==> config.mk <==
export PLATFORM = sky130hd
export DESIGN_NAME = port_loopback_control
export DESIGN_NICKNAME = d
export VERILOG_FILES = /design/src/rtl/loop_pkg.sv /design/src/rtl/sync_2ff.sv /design/src/rtl/port_loopback_control.sv
export VERILOG_INCLUDE_DIRS = /design/src /design/src/rtl
export SDC_FILE = /design/constraint.sdc
export NUM_CORES = 1
export LEC_CHECK = 0
export BUFFER_PORTS_ARGS = -buffer_cell sky130_fd_sc_hd__buf_2
export CAP_MARGIN = 25
export CORE_MARGIN = 1.5
export CORE_UTILIZATION = 44
export CTS_CLUSTER_SIZE = 20
export DETAILED_ROUTE_END_ITERATION = 12
export PLACE_DENSITY = 0.76
export REMOVE_ABC_BUFFERS = 1
export SYNTH_ARGS = -nofsm -noshare
export SYNTH_HDL_FRONTEND = slang
export SYNTH_SLANG_ARGS = --single-unit
export TNS_END_PERCENT = 100
==> constraint.sdc <==
create_clock -name clock -period 3.1 [get_ports clock]
set_clock_uncertainty 0.2 [all_clocks]
set_input_delay 0.31 -clock clock [delete_from_list [all_inputs] [get_ports clock]]
set_output_delay 0.31 -clock clock [all_outputs]
set_load 0.1 [all_outputs]
==> src/rtl/loop_params.svh <==
/*
  Offsets, field positions, reset values and timing counts for the port
  loopback control block.
  Assumes it is included by bare name after any timescale directive.
*/
`ifndef LOOP_PARAMS_SVH
`define LOOP_PARAMS_SVH

// ****************************************************************
// Register byte addresses
// ****************************************************************
`define ADDR_PORT_MODE 8'h04
`define ADDR_TX_CELL_INT_EN 8'h28
`define ADDR_FRAMER_MODE 8'h30
`define ADDR_FRAMER_FEATURE 8'h34
`define ADDR_LOOP_STATUS 8'h38

// ****************************************************************
// Field positions
// ****************************************************************
`define PM_CD_SRC_LOOP 5
`define PM_FAR_END_LOOP 6
`define CE_SOC_ERR_INT 6
`define FM_SHALLOW 0
`define FM_SOURCE 1
`define FM_ALARM_LO 2
`define FM_ALARM_HI 3
`define FF_UNIPOLAR 0
`define FF_FORCE_ZEROS 1
`define FF_RX_ALL_ONES 2
`define FF_RX_AIS 3
`define FF_REMOTE 4
`define FF_PAYLOAD 5
`define FF_ERR_INSERT 6

// ****************************************************************
// Reset values and timing
// ****************************************************************
`define REG_RESET 8'h00
`define CLK_PERIOD_NS 50
`define LINE_CLK_PERIOD_NS 400
`define SETTLE_SLOW_CYCLES 20
// Least time, so round up to whole system cycles
`define SETTLE_CYCLES ((`SETTLE_SLOW_CYCLES * `LINE_CLK_PERIOD_NS + \
  `CLK_PERIOD_NS - 1) / `CLK_PERIOD_NS)

`endif

==> src/rtl/loop_pkg.sv <==
/*
  Types shared by the port loopback control block.
  Assumes nothing of its surroundings.
*/
package loop_pkg;

  typedef enum logic [1:0] {
    ALM_NONE = 2'h0,
    ALM_AIS = 2'h1,
    ALM_IDLE = 2'h2,
    ALM_RAI = 2'h3
  } tx_alarm_t;

  typedef enum logic {BUS_IDLE, BUS_ACK} bus_state_t;

  typedef logic [7:0] reg_byte_t;

endpackage

==> src/rtl/sync_2ff.sv <==
/*
  Two flip-flop synchroniser for a group of independent level signals.
  Assumes each bit is a level from outside the clock's domain.
*/
`timescale 1ns/1ps

module sync_2ff #(
  parameter int WIDTH = 1
) (
  input wire logic clock, // sampling clock
  input wire logic rst, // asynchronous reset, active high
  input wire logic [WIDTH-1:0] async, // signals from outside
  output logic [WIDTH-1:0] synced // second stage
);

  logic [WIDTH-1:0] stage_reg;

  // First stage feeds only the second
  always_ff @(posedge clock or posedge rst) begin
    if (rst) begin
      stage_reg <= '0;
      synced <= '0;
    end else begin
      stage_reg <= async;
      synced <= stage_reg;
    end
  end

endmodule

==> src/rtl/port_loopback_control.sv <==
/*
  Loopback steering for one framer port with its cell delineator,
  reached over an Avalon-MM slave with waitrequest.
  Assumes line clocks and receive rails are asynchronous pins; all
  core-side streams run on clock.
*/
`timescale 1ns/1ps
`include "loop_params.svh"

// ****************************************************************
// Behaviour
// - Port mode bit 5 loops transmitted cells back
// - Cell source loop ignores framer receive data
// - Far-end loop turns received cells around
// - Shallow loop sends raw rails back out
// - Receive data still delivered, override allowed
// - Receive clock drives transmitter, outputs quiet
// - Error insertion off in shallow and remote loops and in source loop with AIS or force-zeros
// - Force-zeros blanks the transmit rails
// - Unipolar shallow loop drives negative rail low
// - Remote loop feeds decoder into encoder
// - Remote loop AIS unaligned, idle/RAI off
// - Payload loop generates overhead internally
// - Payload loop takes frame and alignment
// - Payload loop alarms aligned as normal
// - Source loop feeds encoder into decoder
// - Source loop AIS touches rails only, idle/RAI go to core
// - Separate enable bits for each loop
// - Transmit cell interrupt enables at 0x28
// ****************************************************************

module port_loopback_control (
  input wire logic clock, // system clock, 20 MHz
  input wire logic rst, // asynchronous reset, active high
  input wire logic [7:0] avs_address, // byte address
  input wire logic avs_read, // read request
  input wire logic avs_write, // write request
  input wire logic [31:0] avs_writedata, // write data
  output logic [31:0] avs_readdata, // read data
  output logic avs_waitrequest, // stall
  input wire logic rxLineClockIn, // receive line clock pin
  input wire logic txLineClockIn, // transmit line clock pin
  input wire logic rxPosRailIn, // positive receive rail pin
  input wire logic rxNegRailIn, // negative receive rail pin
  output logic txPosRailOut, // positive transmit rail
  output logic txNegRailOut, // negative transmit rail
  input wire logic encPos, // encoder positive output
  input wire logic encNeg, // encoder negative output
  input wire logic aisPos, // unaligned AIS line pattern
  input wire logic aisNeg, // unaligned AIS line pattern
  input wire logic decodedData, // bipolar decoder output
  input wire logic frameGenData, // frame generator output
  input wire logic txDataIn, // system transmit data
  input wire logic recoveredData, // frame recovery output
  input wire logic recoveredFrameStart, // receiver alignment
  input wire logic txGenFrameStart, // own frame alignment
  input wire logic rxFramerData, // receive data to system
  input wire logic rxAisBit, // AIS stream for receive output
  input wire logic coreGappedClock, // core transmit clock
  input wire logic coreOverheadClock, // core overhead clock
  input wire logic coreFrameSync, // core transmit sync
  output logic decoderPosIn, // decoder positive input
  output logic decoderNegIn, // decoder negative input
  output logic encoderDataIn, // encoder input
  output logic frameGenDataIn, // frame generator input
  output logic frameGenSyncIn, // frame generator alignment
  output logic overheadExternalEn, // take external overhead
  output logic txClockFromRx, // transmitter on rx clock
  output logic txGappedClockOut, // system transmit clock
  output logic txOverheadClockOut, // overhead clock
  output logic txFrameSync, // transmit sync
  output logic rxDataOut, // receive data output
  output logic errInsertEn, // error insertion allowed
  output loop_pkg::tx_alarm_t txAlarmCmd, // alarm to core
  output logic startOfCellErrIntEn, // start-of-cell int en
  input wire logic [7:0] cdTxByte, // cells toward framer
  input wire logic cdTxValid, // cells toward framer valid
  input wire logic [7:0] framerRxByte, // cells from framer
  input wire logic framerRxValid, // from framer valid
  input wire logic [7:0] rxCellByte, // received cells
  input wire logic rxCellValid, // received cells valid
  input wire logic [7:0] busTxByte, // cells from cell bus
  input wire logic busTxValid, // from cell bus valid
  output logic [7:0] cdRxByte, // into receive line side
  output logic cdRxValid, // into receive line valid
  output logic [7:0] cellTxByte, // into cell transmit block
  output logic cellTxValid, // into cell transmit valid
  output logic [7:0] busRxByte, // toward cell bus
  output logic busRxValid // toward cell bus valid
);

  import loop_pkg::*;

  localparam logic [7:0] SETTLE_COUNT = 8'(`SETTLE_CYCLES);

  reg_byte_t portMode_reg;
  reg_byte_t txCellIntEn_reg;
  reg_byte_t framerMode_reg;
  reg_byte_t framerFeature_reg;
  bus_state_t busState_reg;
  logic [7:0] settleCnt_reg;
  reg_byte_t readByte;
  logic request;
  logic commitWrite;

  // ****************************************************************
  // Register bus slave
  // ****************************************************************
  assign request = avs_read | avs_write;
  assign commitWrite = (busState_reg == BUS_ACK) && avs_write;

  always_comb begin
    readByte = 8'h00;
    case (avs_address)
      `ADDR_PORT_MODE: readByte = portMode_reg;
      `ADDR_TX_CELL_INT_EN: readByte = txCellIntEn_reg;
      `ADDR_FRAMER_MODE: readByte = framerMode_reg;
      `ADDR_FRAMER_FEATURE: readByte = framerFeature_reg;
      `ADDR_LOOP_STATUS: readByte = {1'b0, portMode_reg[`PM_FAR_END_LOOP],
        portMode_reg[`PM_CD_SRC_LOOP], framerMode_reg[`FM_SOURCE],
        framerFeature_reg[`FF_PAYLOAD], framerFeature_reg[`FF_REMOTE],
        framerMode_reg[`FM_SHALLOW], settleCnt_reg != 8'h00};
      default: readByte = 8'h00;
    endcase
  end

  // settle stall
  // Requests are held off while clocks switch rather than trusted
  always_ff @(posedge clock or posedge rst) begin
    if (rst) begin
      busState_reg <= BUS_IDLE;
      avs_waitrequest <= 1'b1;
      avs_readdata <= 32'h0000_0000;
    end else begin
      unique case (busState_reg)
        BUS_IDLE: begin
          if (request && settleCnt_reg == 8'h00) begin
            busState_reg <= BUS_ACK;
            avs_waitrequest <= 1'b0;
            avs_readdata <= {24'h00_0000, readByte};
          end
        end
        BUS_ACK: begin
          busState_reg <= BUS_IDLE;
          avs_waitrequest <= 1'b1;
        end
      endcase
    end
  end

  always_ff @(posedge clock or posedge rst) begin
    if (rst) begin
      settleCnt_reg <= 8'h00;
    end else if (commitWrite && (avs_address == `ADDR_FRAMER_MODE ||
        avs_address == `ADDR_FRAMER_FEATURE)) begin
      settleCnt_reg <= SETTLE_COUNT;
    end else if (settleCnt_reg != 8'h00) begin
      settleCnt_reg <= settleCnt_reg - 8'h01;
    end
  end

  always_ff @(posedge clock or posedge rst) begin
    if (rst) begin
      portMode_reg <= `REG_RESET;
      txCellIntEn_reg <= `REG_RESET;
      framerMode_reg <= `REG_RESET;
      framerFeature_reg <= `REG_RESET;
    end else if (commitWrite) begin
      case (avs_address)
        `ADDR_PORT_MODE: portMode_reg <= avs_writedata[7:0];
        `ADDR_TX_CELL_INT_EN: txCellIntEn_reg <= avs_writedata[7:0];
        `ADDR_FRAMER_MODE: framerMode_reg <= avs_writedata[7:0];
        `ADDR_FRAMER_FEATURE: framerFeature_reg <= avs_writedata[7:0];
        default: ;
      endcase
    end
  end

  // ****************************************************************
  // Mode decode
  // ****************************************************************
  logic cdSrcLoop, farEndLoop, shallow, framerSrc, remote, payload;
  logic rxClocked, forceZeros, unipolar, aisOnRails, errAllowed;
  tx_alarm_t alarm;
  assign cdSrcLoop = portMode_reg[`PM_CD_SRC_LOOP];
  assign farEndLoop = portMode_reg[`PM_FAR_END_LOOP];
  assign shallow = framerMode_reg[`FM_SHALLOW];
  assign framerSrc = framerMode_reg[`FM_SOURCE];
  assign alarm = tx_alarm_t'(framerMode_reg[`FM_ALARM_HI:`FM_ALARM_LO]);
  assign remote = framerFeature_reg[`FF_REMOTE];
  assign payload = framerFeature_reg[`FF_PAYLOAD];
  assign forceZeros = framerFeature_reg[`FF_FORCE_ZEROS];
  assign unipolar = framerFeature_reg[`FF_UNIPOLAR];
  assign rxClocked = shallow | remote | payload;
  assign aisOnRails = (remote | framerSrc) && alarm == ALM_AIS;
  assign errAllowed = framerFeature_reg[`FF_ERR_INSERT] && !shallow &&
    !remote && !(framerSrc && (aisOnRails || forceZeros));

  // ****************************************************************
  // Line pin sampling
  // ****************************************************************
  logic [3:0] pinSync;
  logic rxClkPrev_reg, txClkPrev_reg, rxEdge, txEdge;

  sync_2ff #(.WIDTH(4)) pinSampler (
    .clock(clock),
    .rst(rst),
    .async({rxNegRailIn, rxPosRailIn, txLineClockIn, rxLineClockIn}),
    .synced(pinSync)
  );

  always_ff @(posedge clock or posedge rst) begin
    if (rst) begin
      rxClkPrev_reg <= 1'b0;
      txClkPrev_reg <= 1'b0;
    end else begin
      rxClkPrev_reg <= pinSync[0];
      txClkPrev_reg <= pinSync[1];
    end
  end
  assign rxEdge = pinSync[0] & ~rxClkPrev_reg;
  assign txEdge = rxClocked ? rxEdge : (pinSync[1] & ~txClkPrev_reg);

  // ****************************************************************
  // Transmit rails
  // ****************************************************************
  // raw rails looped
  // force-zeros wins over shallow if software sets both
  always_ff @(posedge clock or posedge rst) begin
    if (rst) begin
      txPosRailOut <= 1'b0;
      txNegRailOut <= 1'b0;
    end else if (txEdge) begin
      if (forceZeros) begin
        txPosRailOut <= 1'b0;
        txNegRailOut <= 1'b0;
      end else if (shallow) begin
        txPosRailOut <= pinSync[2];
        txNegRailOut <= unipolar ? 1'b0 : pinSync[3];
      end else if (aisOnRails) begin
        txPosRailOut <= aisPos;
        txNegRailOut <= aisNeg;
      end else begin
        txPosRailOut <= encPos;
        txNegRailOut <= encNeg;
      end
    end
  end

  // ****************************************************************
  // Framer core steering
  // ****************************************************************
  // decoder into encoder
  always_ff @(posedge clock or posedge rst) begin
    if (rst) begin
      decoderPosIn <= 1'b0;
      decoderNegIn <= 1'b0;
      encoderDataIn <= 1'b0;
      frameGenDataIn <= 1'b0;
      frameGenSyncIn <= 1'b0;
      overheadExternalEn <= 1'b1;
      txAlarmCmd <= ALM_NONE;
    end else begin
      decoderPosIn <= framerSrc ? encPos : pinSync[2];
      decoderNegIn <= framerSrc ? encNeg : pinSync[3];
      encoderDataIn <= remote ? decodedData : frameGenData;
      frameGenDataIn <= payload ? recoveredData : txDataIn;
      frameGenSyncIn <= payload ? recoveredFrameStart : txGenFrameStart;
      overheadExternalEn <= !payload;
      // Remote loop: AIS is done on the rails, idle and RAI dropped
      // Source loop: AIS stays off the looped frame
      if (remote || (framerSrc && alarm == ALM_AIS)) begin
        txAlarmCmd <= ALM_NONE;
      end else begin
        txAlarmCmd <= alarm;
      end
    end
  end

  // receiver alarms not acted on here
  always_ff @(posedge clock or posedge rst) begin
    if (rst) begin
      rxDataOut <= 1'b0;
      txClockFromRx <= 1'b0;
      txGappedClockOut <= 1'b0;
      txOverheadClockOut <= 1'b0;
      txFrameSync <= 1'b0;
      errInsertEn <= 1'b0;
    end else begin
      if (framerFeature_reg[`FF_RX_ALL_ONES]) begin
        rxDataOut <= 1'b1;
      end else if (framerFeature_reg[`FF_RX_AIS]) begin
        rxDataOut <= rxAisBit;
      end else begin
        rxDataOut <= rxFramerData;
      end
      txClockFromRx <= rxClocked;
      txGappedClockOut <= !rxClocked && coreGappedClock;
      txOverheadClockOut <= !rxClocked && coreOverheadClock;
      txFrameSync <= !rxClocked && coreFrameSync;
      errInsertEn <= errAllowed;
    end
  end

  // ****************************************************************
  // Cell delineator steering
  // ****************************************************************
  // transmitted cells looped
  // looped cells need no line clocks running
  // enable stays as software leaves it
  always_ff @(posedge clock or posedge rst) begin
    if (rst) begin
      cdRxByte <= 8'h00;
      cdRxValid <= 1'b0;
      cellTxByte <= 8'h00;
      cellTxValid <= 1'b0;
      busRxByte <= 8'h00;
      busRxValid <= 1'b0;
      startOfCellErrIntEn <= 1'b0;
    end else begin
      cdRxByte <= cdSrcLoop ? cdTxByte : framerRxByte;
      cdRxValid <= cdSrcLoop ? cdTxValid : framerRxValid;
      cellTxByte <= farEndLoop ? rxCellByte : busTxByte;
      cellTxValid <= farEndLoop ? rxCellValid : busTxValid;
      busRxByte <= farEndLoop ? 8'h00 : rxCellByte;
      busRxValid <= !farEndLoop && rxCellValid;
      startOfCellErrIntEn <= txCellIntEn_reg[`CE_SOC_ERR_INT];
    end
  end
endmodule

-- Word-level counts from Yosys, hierarchy flattened
Index checks and enable logic that the tools add are counted.
- reduce and logical (&&, ||, !) cells: 30
- bitwise operators: 9
- equality and inequality tests: 7
- muxes and demuxes: 28
- add/subtract/negate cells: 1
- operators with widths (kind ; number):
    $mux 8 ; 5
    $pmux 8 s5 ; 1
    $eq 8x6->1 const B ; 4
    $mux 1 ; 19
    $logic_and 1x1->1 ; 13
    $reduce_and 2->1 ; 5
    $eq 8x3->1 const B ; 1
    $logic_not 8->1 ; 1
    $reduce_bool 8->1 ; 1
    $sub 8x1->8 const B ; 1
    $logic_not 1->1 ; 6
    $or 1x1->1 ; 4
    $pmux 1 s2 ; 2
    $logic_or 1x1->1 ; 3
    $not 1->1 ; 3
    $and 1x1->1 ; 2
    $eq 2x1->1 const B ; 1
    $mux 2 ; 1
    $ne 2x2->1 const B ; 1
    $reduce_bool 2->1 ; 1
- flip-flop bits (word level): 104
- bits of input ports: 99
- output and inout bits: 77
- logic and storage cells: 109

-- Logic depth before layout (Yosys ltp)
- word-level depth: 6
- gate-level depth with buffers: 10
- gate-level depth less buffers: 8

-- Modules after synthesis
Synthesis repeated with hierarchy kept, for this count alone.
- cells, all modules: 348
- area, all modules: 4505.6 um^2
- modules (own cells, without submodules) (module ; seq. area each (um^2) ; area each (um^2) ; cells each ; times used):
    port_loopback_control ; 2404.8 ; 4301.6 ; 339 ; 1
    sync_2ff ; 200.2 ; 203.9 ; 9 ; 1

-- Least setup slack after synthesis
No wires, ideal clock.
- path type: register to register
- from: reg settleCnt_reg[0]
- to: reg avs_readdata[1]
- cell stages (with the launch flop): 11
- data required time: 2.822 ns
- buffers on the path: 2
- setup time: 0.078 ns
- path slack: 0.626 ns
- clock period less this slack: 2.474 ns
- arrival: 2.196 ns
- path through: dfrtp_1 > inv_1 > ha_1 > or3b_2 > or2_1 > buf_6 > or3_1 > buf_6 > clkinv_4 > nand4_4 > o21ai_1
- cells in the longest elaborated chain, start to end: 3
- RTL lines (what ; RTL line ; RTL):
    from (decl) ; port_loopback_control.sv:101 ; logic [7:0] settleCnt_reg;
    from (signal assigned) ; port_loopback_control.sv:158 ; settleCnt_reg <= settleCnt_reg - 8'h01;
    $logic_not 8->1 ; port_loopback_control.sv:137 ; if (request && settleCnt_reg == 8'h00) begin
    $logic_and 1x1->1 ; port_loopback_control.sv:137 ;
    $reduce_and 2->1 (no line) ; -- ;
    to (signal assigned) ; port_loopback_control.sv:140 ; avs_readdata <= {24'h00_0000, readByte};
    to (decl) ; port_loopback_control.sv:39 ; output logic [31:0] avs_readdata,
Every way passes these cells.
A chain may end at the register's enable or synchronous reset.

-- Worst setup path after layout
Same ends and word-level chain as after synthesis.

==> key figures <==
Run status
  – Result of the run: finished clean

Clock tree
  – CTS H-Tree Depth: 3
  – Post-cts resize count: 0
  – CTS root buffer: sky130_fd_sc_hd__clkbuf_8
  – Max clock buf depth: 2
  – Latest clock arrival within the worst-skew pair: 370 ps
  – Hold buffer count at CTS: 59
  – Number of buffers inserted during clock tree synthesis: 9
  – Clock transition at the register clock pins on the worst setup and hold paths after CTS: 100 ps
  – Setup bufs post-CTS: 0
  – Total clock sinks: 104
  – Clock tree from TritonCTS: built

Finish
  – Most frequent standard cell in the layout excluding fill and tap cells: sky130_fd_sc_hd__buf_2
  – Final cell area excluding filler cells: 0.00598 mm2
  – Final net count: 642
  – Syn-to-layout area delta: 35.4%
  – Non-filler instance count after layout: 679
  – Total inserted antenna cells: 0
  – Commonest non-fill, non-tap cells in the layout: sky130_fd_sc_hd__buf_2, sky130_fd_sc_hd__dfrtp_1, sky130_fd_sc_hd__mux2_2, sky130_fd_sc_hd__dlygate4sd3_1, sky130_fd_sc_hd__conb_1
  – Share of layout cells above drive strength 1: 0.405

Worst setup path
  – Worst Setup SP: settleCnt_reg[0]$_DFFE_PP0P_
  – CP startpoint kind: register
  – Number of gates on the worst path with buffers counted: 8
  – Number of buffer and inverter instances along the worst setup path: 2
  – Max stage delay cell, worst path: sky130_fd_sc_hd__or3_1
  – R2R setup slack: 350 ps
  – Critical R2R Capture: avs_readdata[1]$_DFFE_PP0P_
  – Worst setup path endpoint: avs_readdata[1]$_DFFE_PP0P_
  – Worst-case reg-to-reg path depth: 8
  – Critical path capture point type: register
  – Dominant delay contributor by cell family on the critical path: simple AND/OR/NAND/NOR gates
  – Critical Setup Path Class: reg2reg
  – Critical Path AT: 2840 ps
  – Source of the worst register-to-register timing path: settleCnt_reg[0]$_DFFE_PP0P_
  – Critical path data required time: 3200 ps
  – Largest fanout of any net on the critical path: 9
  – Critical path, cell by cell: inv_1 -> ha_1 -> or3b_2 -> or2_1 -> or3_1 -> clkinv_4 -> nand4_4 -> o21ai_1
  – Largest incremental delay on the critical path: 560 ps

Floorplan
  – Chip height: 103 um
  – Initial core utilization: 0.452
  – Boundary Pins: 176
  – Area of the core region: 0.00977 mm2
  – Chip Width: 103 um
  – Die Footprint: 0.0107 mm2
  – Placement Rows: 36

Min path
  – Type of the most critical hold path: in2reg

Drt
  – Number of violations reported at the end of detailed-routing iteration 0: 120
  – Average wire length per cell after detail routing: 15.3 um
  – Total number of vias: 3,319
  – Router iterations before antenna repair: 4
  – Final wirelength: 10,400 um
  – Vias per Instance: 4.89
  – Antenna viol nets, final: 0
  – Drc violations: 0

Power
  – Peak supply drop: 313 uV
  – Lkg Pwr: 2.88 nW
  – Proportion of power drawn by the clock network: 0.309
  – Switching power of the nets: 0.000988 W
  – Cell-internal power: 0.00210 W
  – P per Cell Area: 516 mW/mm2
  – Fraction of power spent switching nets: 0.320
  – Sequential share of power: 0.479
  – Gate power share: 0.212
  – Final Power: 0.00309 W

Timing
  – Final worst setup slack: 354 ps
  – Number of max-slew violations in the final report: 0
  – Final critical path time including I/O delays and setup: 2750 ps
  – Final worst path period share: 0.886
  – Maximum clock frequency: 364 MHz
  – Slew of the pin with the lowest slew margin: 851 ps
  – Hold Violations, Final: 0
  – Setup repair after global routing missed its margin: false
  – Slew Limit Headroom: 0.433
  – Worst hold slack after final layout: 18.6 ps
  – Number of endpoints failing setup at the final stage: 0

Synthesis
  – Netlist Area Pre-Place: 0.00442 mm2
  – Fraction of post-synthesis cell area in the top cell type by area: 0.577
  – Gate Count Post-Synth: 346
  – Cell type contributing the most total cell area after synthesis: sky130_fd_sc_hd__dfrtp_1
  – Number of warnings reported in the yosys synthesis log: 0
  – Post-synthesis area per instance: 12.8 um2
  – Biggest area contributors in the synthesized netlist: sky130_fd_sc_hd__dfrtp_1, sky130_fd_sc_hd__mux2_2, sky130_fd_sc_hd__buf_4, sky130_fd_sc_hd__nor2b_1, sky130_fd_sc_hd__nand2_1
  – Count of unique library cells instantiated by Yosys: 47
  – Sequential fraction of the synthesis area: 0.589
  – Proportion of register bits with asynchronous set or reset after synthesis: 1.00
  – Prevailing post-synth register cell: sky130_fd_sc_hd__dfrtp_1
  – Flops & latches, synth: 104
  – Number of flops mapped to enable cells by yosys: 0

Placed design
  – Worst setup timing slack at the placement stage: 343 ps
  – Routability cong.: 0.820
  – Detailed Place HPWL: 6950 um
  – Count of input and output buffers: 127
  – Dpl cells: 604
  – Placed Instance Area: 0.00516 mm2

Global routing
  – Number of antenna violations at the first check in global routing: 0
  – Global-route wire length before repair: 16,300 um
  – Maximum number of pins on one net before global-route repair: 71
  – Global route total overflow: 0
  – Vias in the first global route: 3,476
  – Tot GR Track Use: 0.204

Run
  – Count of maximum capacitance violations: 0
## stage by stage
step	TNS [ps]	utilization
5_1_grt	0	0.612
4_1_cts	0	0.612
2_1_floorplan	-14170	-
6_report	0	0.612
3_5_place_dp	0	0.528
3_3_place_gp	0	0.528
## layout make-up
class                           instances  area [um2]
Clock buffer                           12         155
Clock inverter                          4        76.3
Fill cell                             810        3790
Inverter                                7        33.8
Multi-Input combinational cell        223        1630
Sequential cell                       104        2610
Tap cell                              133         166
Timing Repair Buffer                  196        1310
## power by group through the flow
stage | Sequential (W) | Clock [W] | Combinational, W
floorplan | 0.00172 | 0 | 0.000250
global placement | 0.00150 | 0 | 0.000586
detailed placement | 0.00151 | 0 | 0.000599
CTS | 0.00148 | 0.000974 | 0.000656
global route | 0.00149 | 0.00103 | 0.000699
finish | 0.00148 | 0.000953 | 0.000655
## synthesized netlist by cell type (2+ instances only)
cell	count
sky130_fd_sc_hd__a21oi_1	3
sky130_fd_sc_hd__a221oi_1	4
sky130_fd_sc_hd__a22o_1	2
sky130_fd_sc_hd__a22oi_1	7
sky130_fd_sc_hd__a31oi_1	2
sky130_fd_sc_hd__and2_1	3
sky130_fd_sc_hd__buf_4	24
sky130_fd_sc_hd__buf_6	2
sky130_fd_sc_hd__clkbuf_1	8
sky130_fd_sc_hd__dfrtp_1	102
sky130_fd_sc_hd__dfstp_2	2
sky130_fd_sc_hd__ha_1	2
sky130_fd_sc_hd__inv_1	6
sky130_fd_sc_hd__mux2_2	59
sky130_fd_sc_hd__mux2i_1	6
sky130_fd_sc_hd__nand2_1	19
sky130_fd_sc_hd__nand2b_1	2
sky130_fd_sc_hd__nand3_1	4
sky130_fd_sc_hd__nand3b_1	3
sky130_fd_sc_hd__nor2_1	19
sky130_fd_sc_hd__nor2b_1	14
sky130_fd_sc_hd__nor3_1	7
sky130_fd_sc_hd__nor3b_1	3
sky130_fd_sc_hd__nor4_1	2
sky130_fd_sc_hd__nor4_2	2
sky130_fd_sc_hd__o21ai_0	2
sky130_fd_sc_hd__o21ai_1	8
sky130_fd_sc_hd__o22ai_1	4
sky130_fd_sc_hd__or3_1	2
sky130_fd_sc_hd__or3b_2	2
sky130_fd_sc_hd__xor2_1	5
## logic make-up (layout without fill, tap and decap cells)
kind of cell / count (synthesis) / count (layout) / synth area share
compound gates: 37 / 37 / 0.0558
xor+xnor: 6 / 6 / 0.0119
fa+ha+maj: 2 / 2 / 0.00566
buf+inv: 42 / 219 / 0.0606
flops: 104 / 104 / 0.589
mux: 65 / 65 / 0.164
other cells: 1 / 24 / 0.000848
simple gates: 89 / 89 / 0.112
## worst reg2reg max path, cell delays in order (launching register included)
cell and delay [ps]:
sky130_fd_sc_hd__dfrtp_1 420, sky130_fd_sc_hd__inv_1 100, sky130_fd_sc_hd__ha_1 150, sky130_fd_sc_hd__or3b_2 480, sky130_fd_sc_hd__or2_1 310, sky130_fd_sc_hd__or3_1 560
sky130_fd_sc_hd__clkinv_4 120, sky130_fd_sc_hd__nand4_4 160, sky130_fd_sc_hd__o21ai_1 190
## how the worst min path moves through the flow
stage	from	end	slack (ps)	cells past startpoint
after floorplan	pinSampler.stage_reg[0]$_DFF_PP0_	pinSampler.synced[0]$_DFF_PP0_	130	0
after detailed placement	pinSampler.stage_reg[2]$_DFF_PP0_	pinSampler.synced[2]$_DFF_PP0_	140	0
after CTS	avs_writedata[1]	framerFeature_reg[1]$_DFFE_PP0P_	0.1	2
after global routing	avs_writedata[1]	framerFeature_reg[1]$_DFFE_PP0P_	9	2
final	avs_writedata[1]	framerFeature_reg[1]$_DFFE_PP0P_	20	2
after global placement	pinSampler.stage_reg[2]$_DFF_PP0_	pinSampler.synced[2]$_DFF_PP0_	130	0
## routing by layer
metal,share of wire,global-route usage
met3,0.056,0.0417
met5,0,0
met4,0.020,0.0832
met2,0.52,0.366
met1,0.40,0.239
No activity file was read; power rests on OpenSTA's default activity.
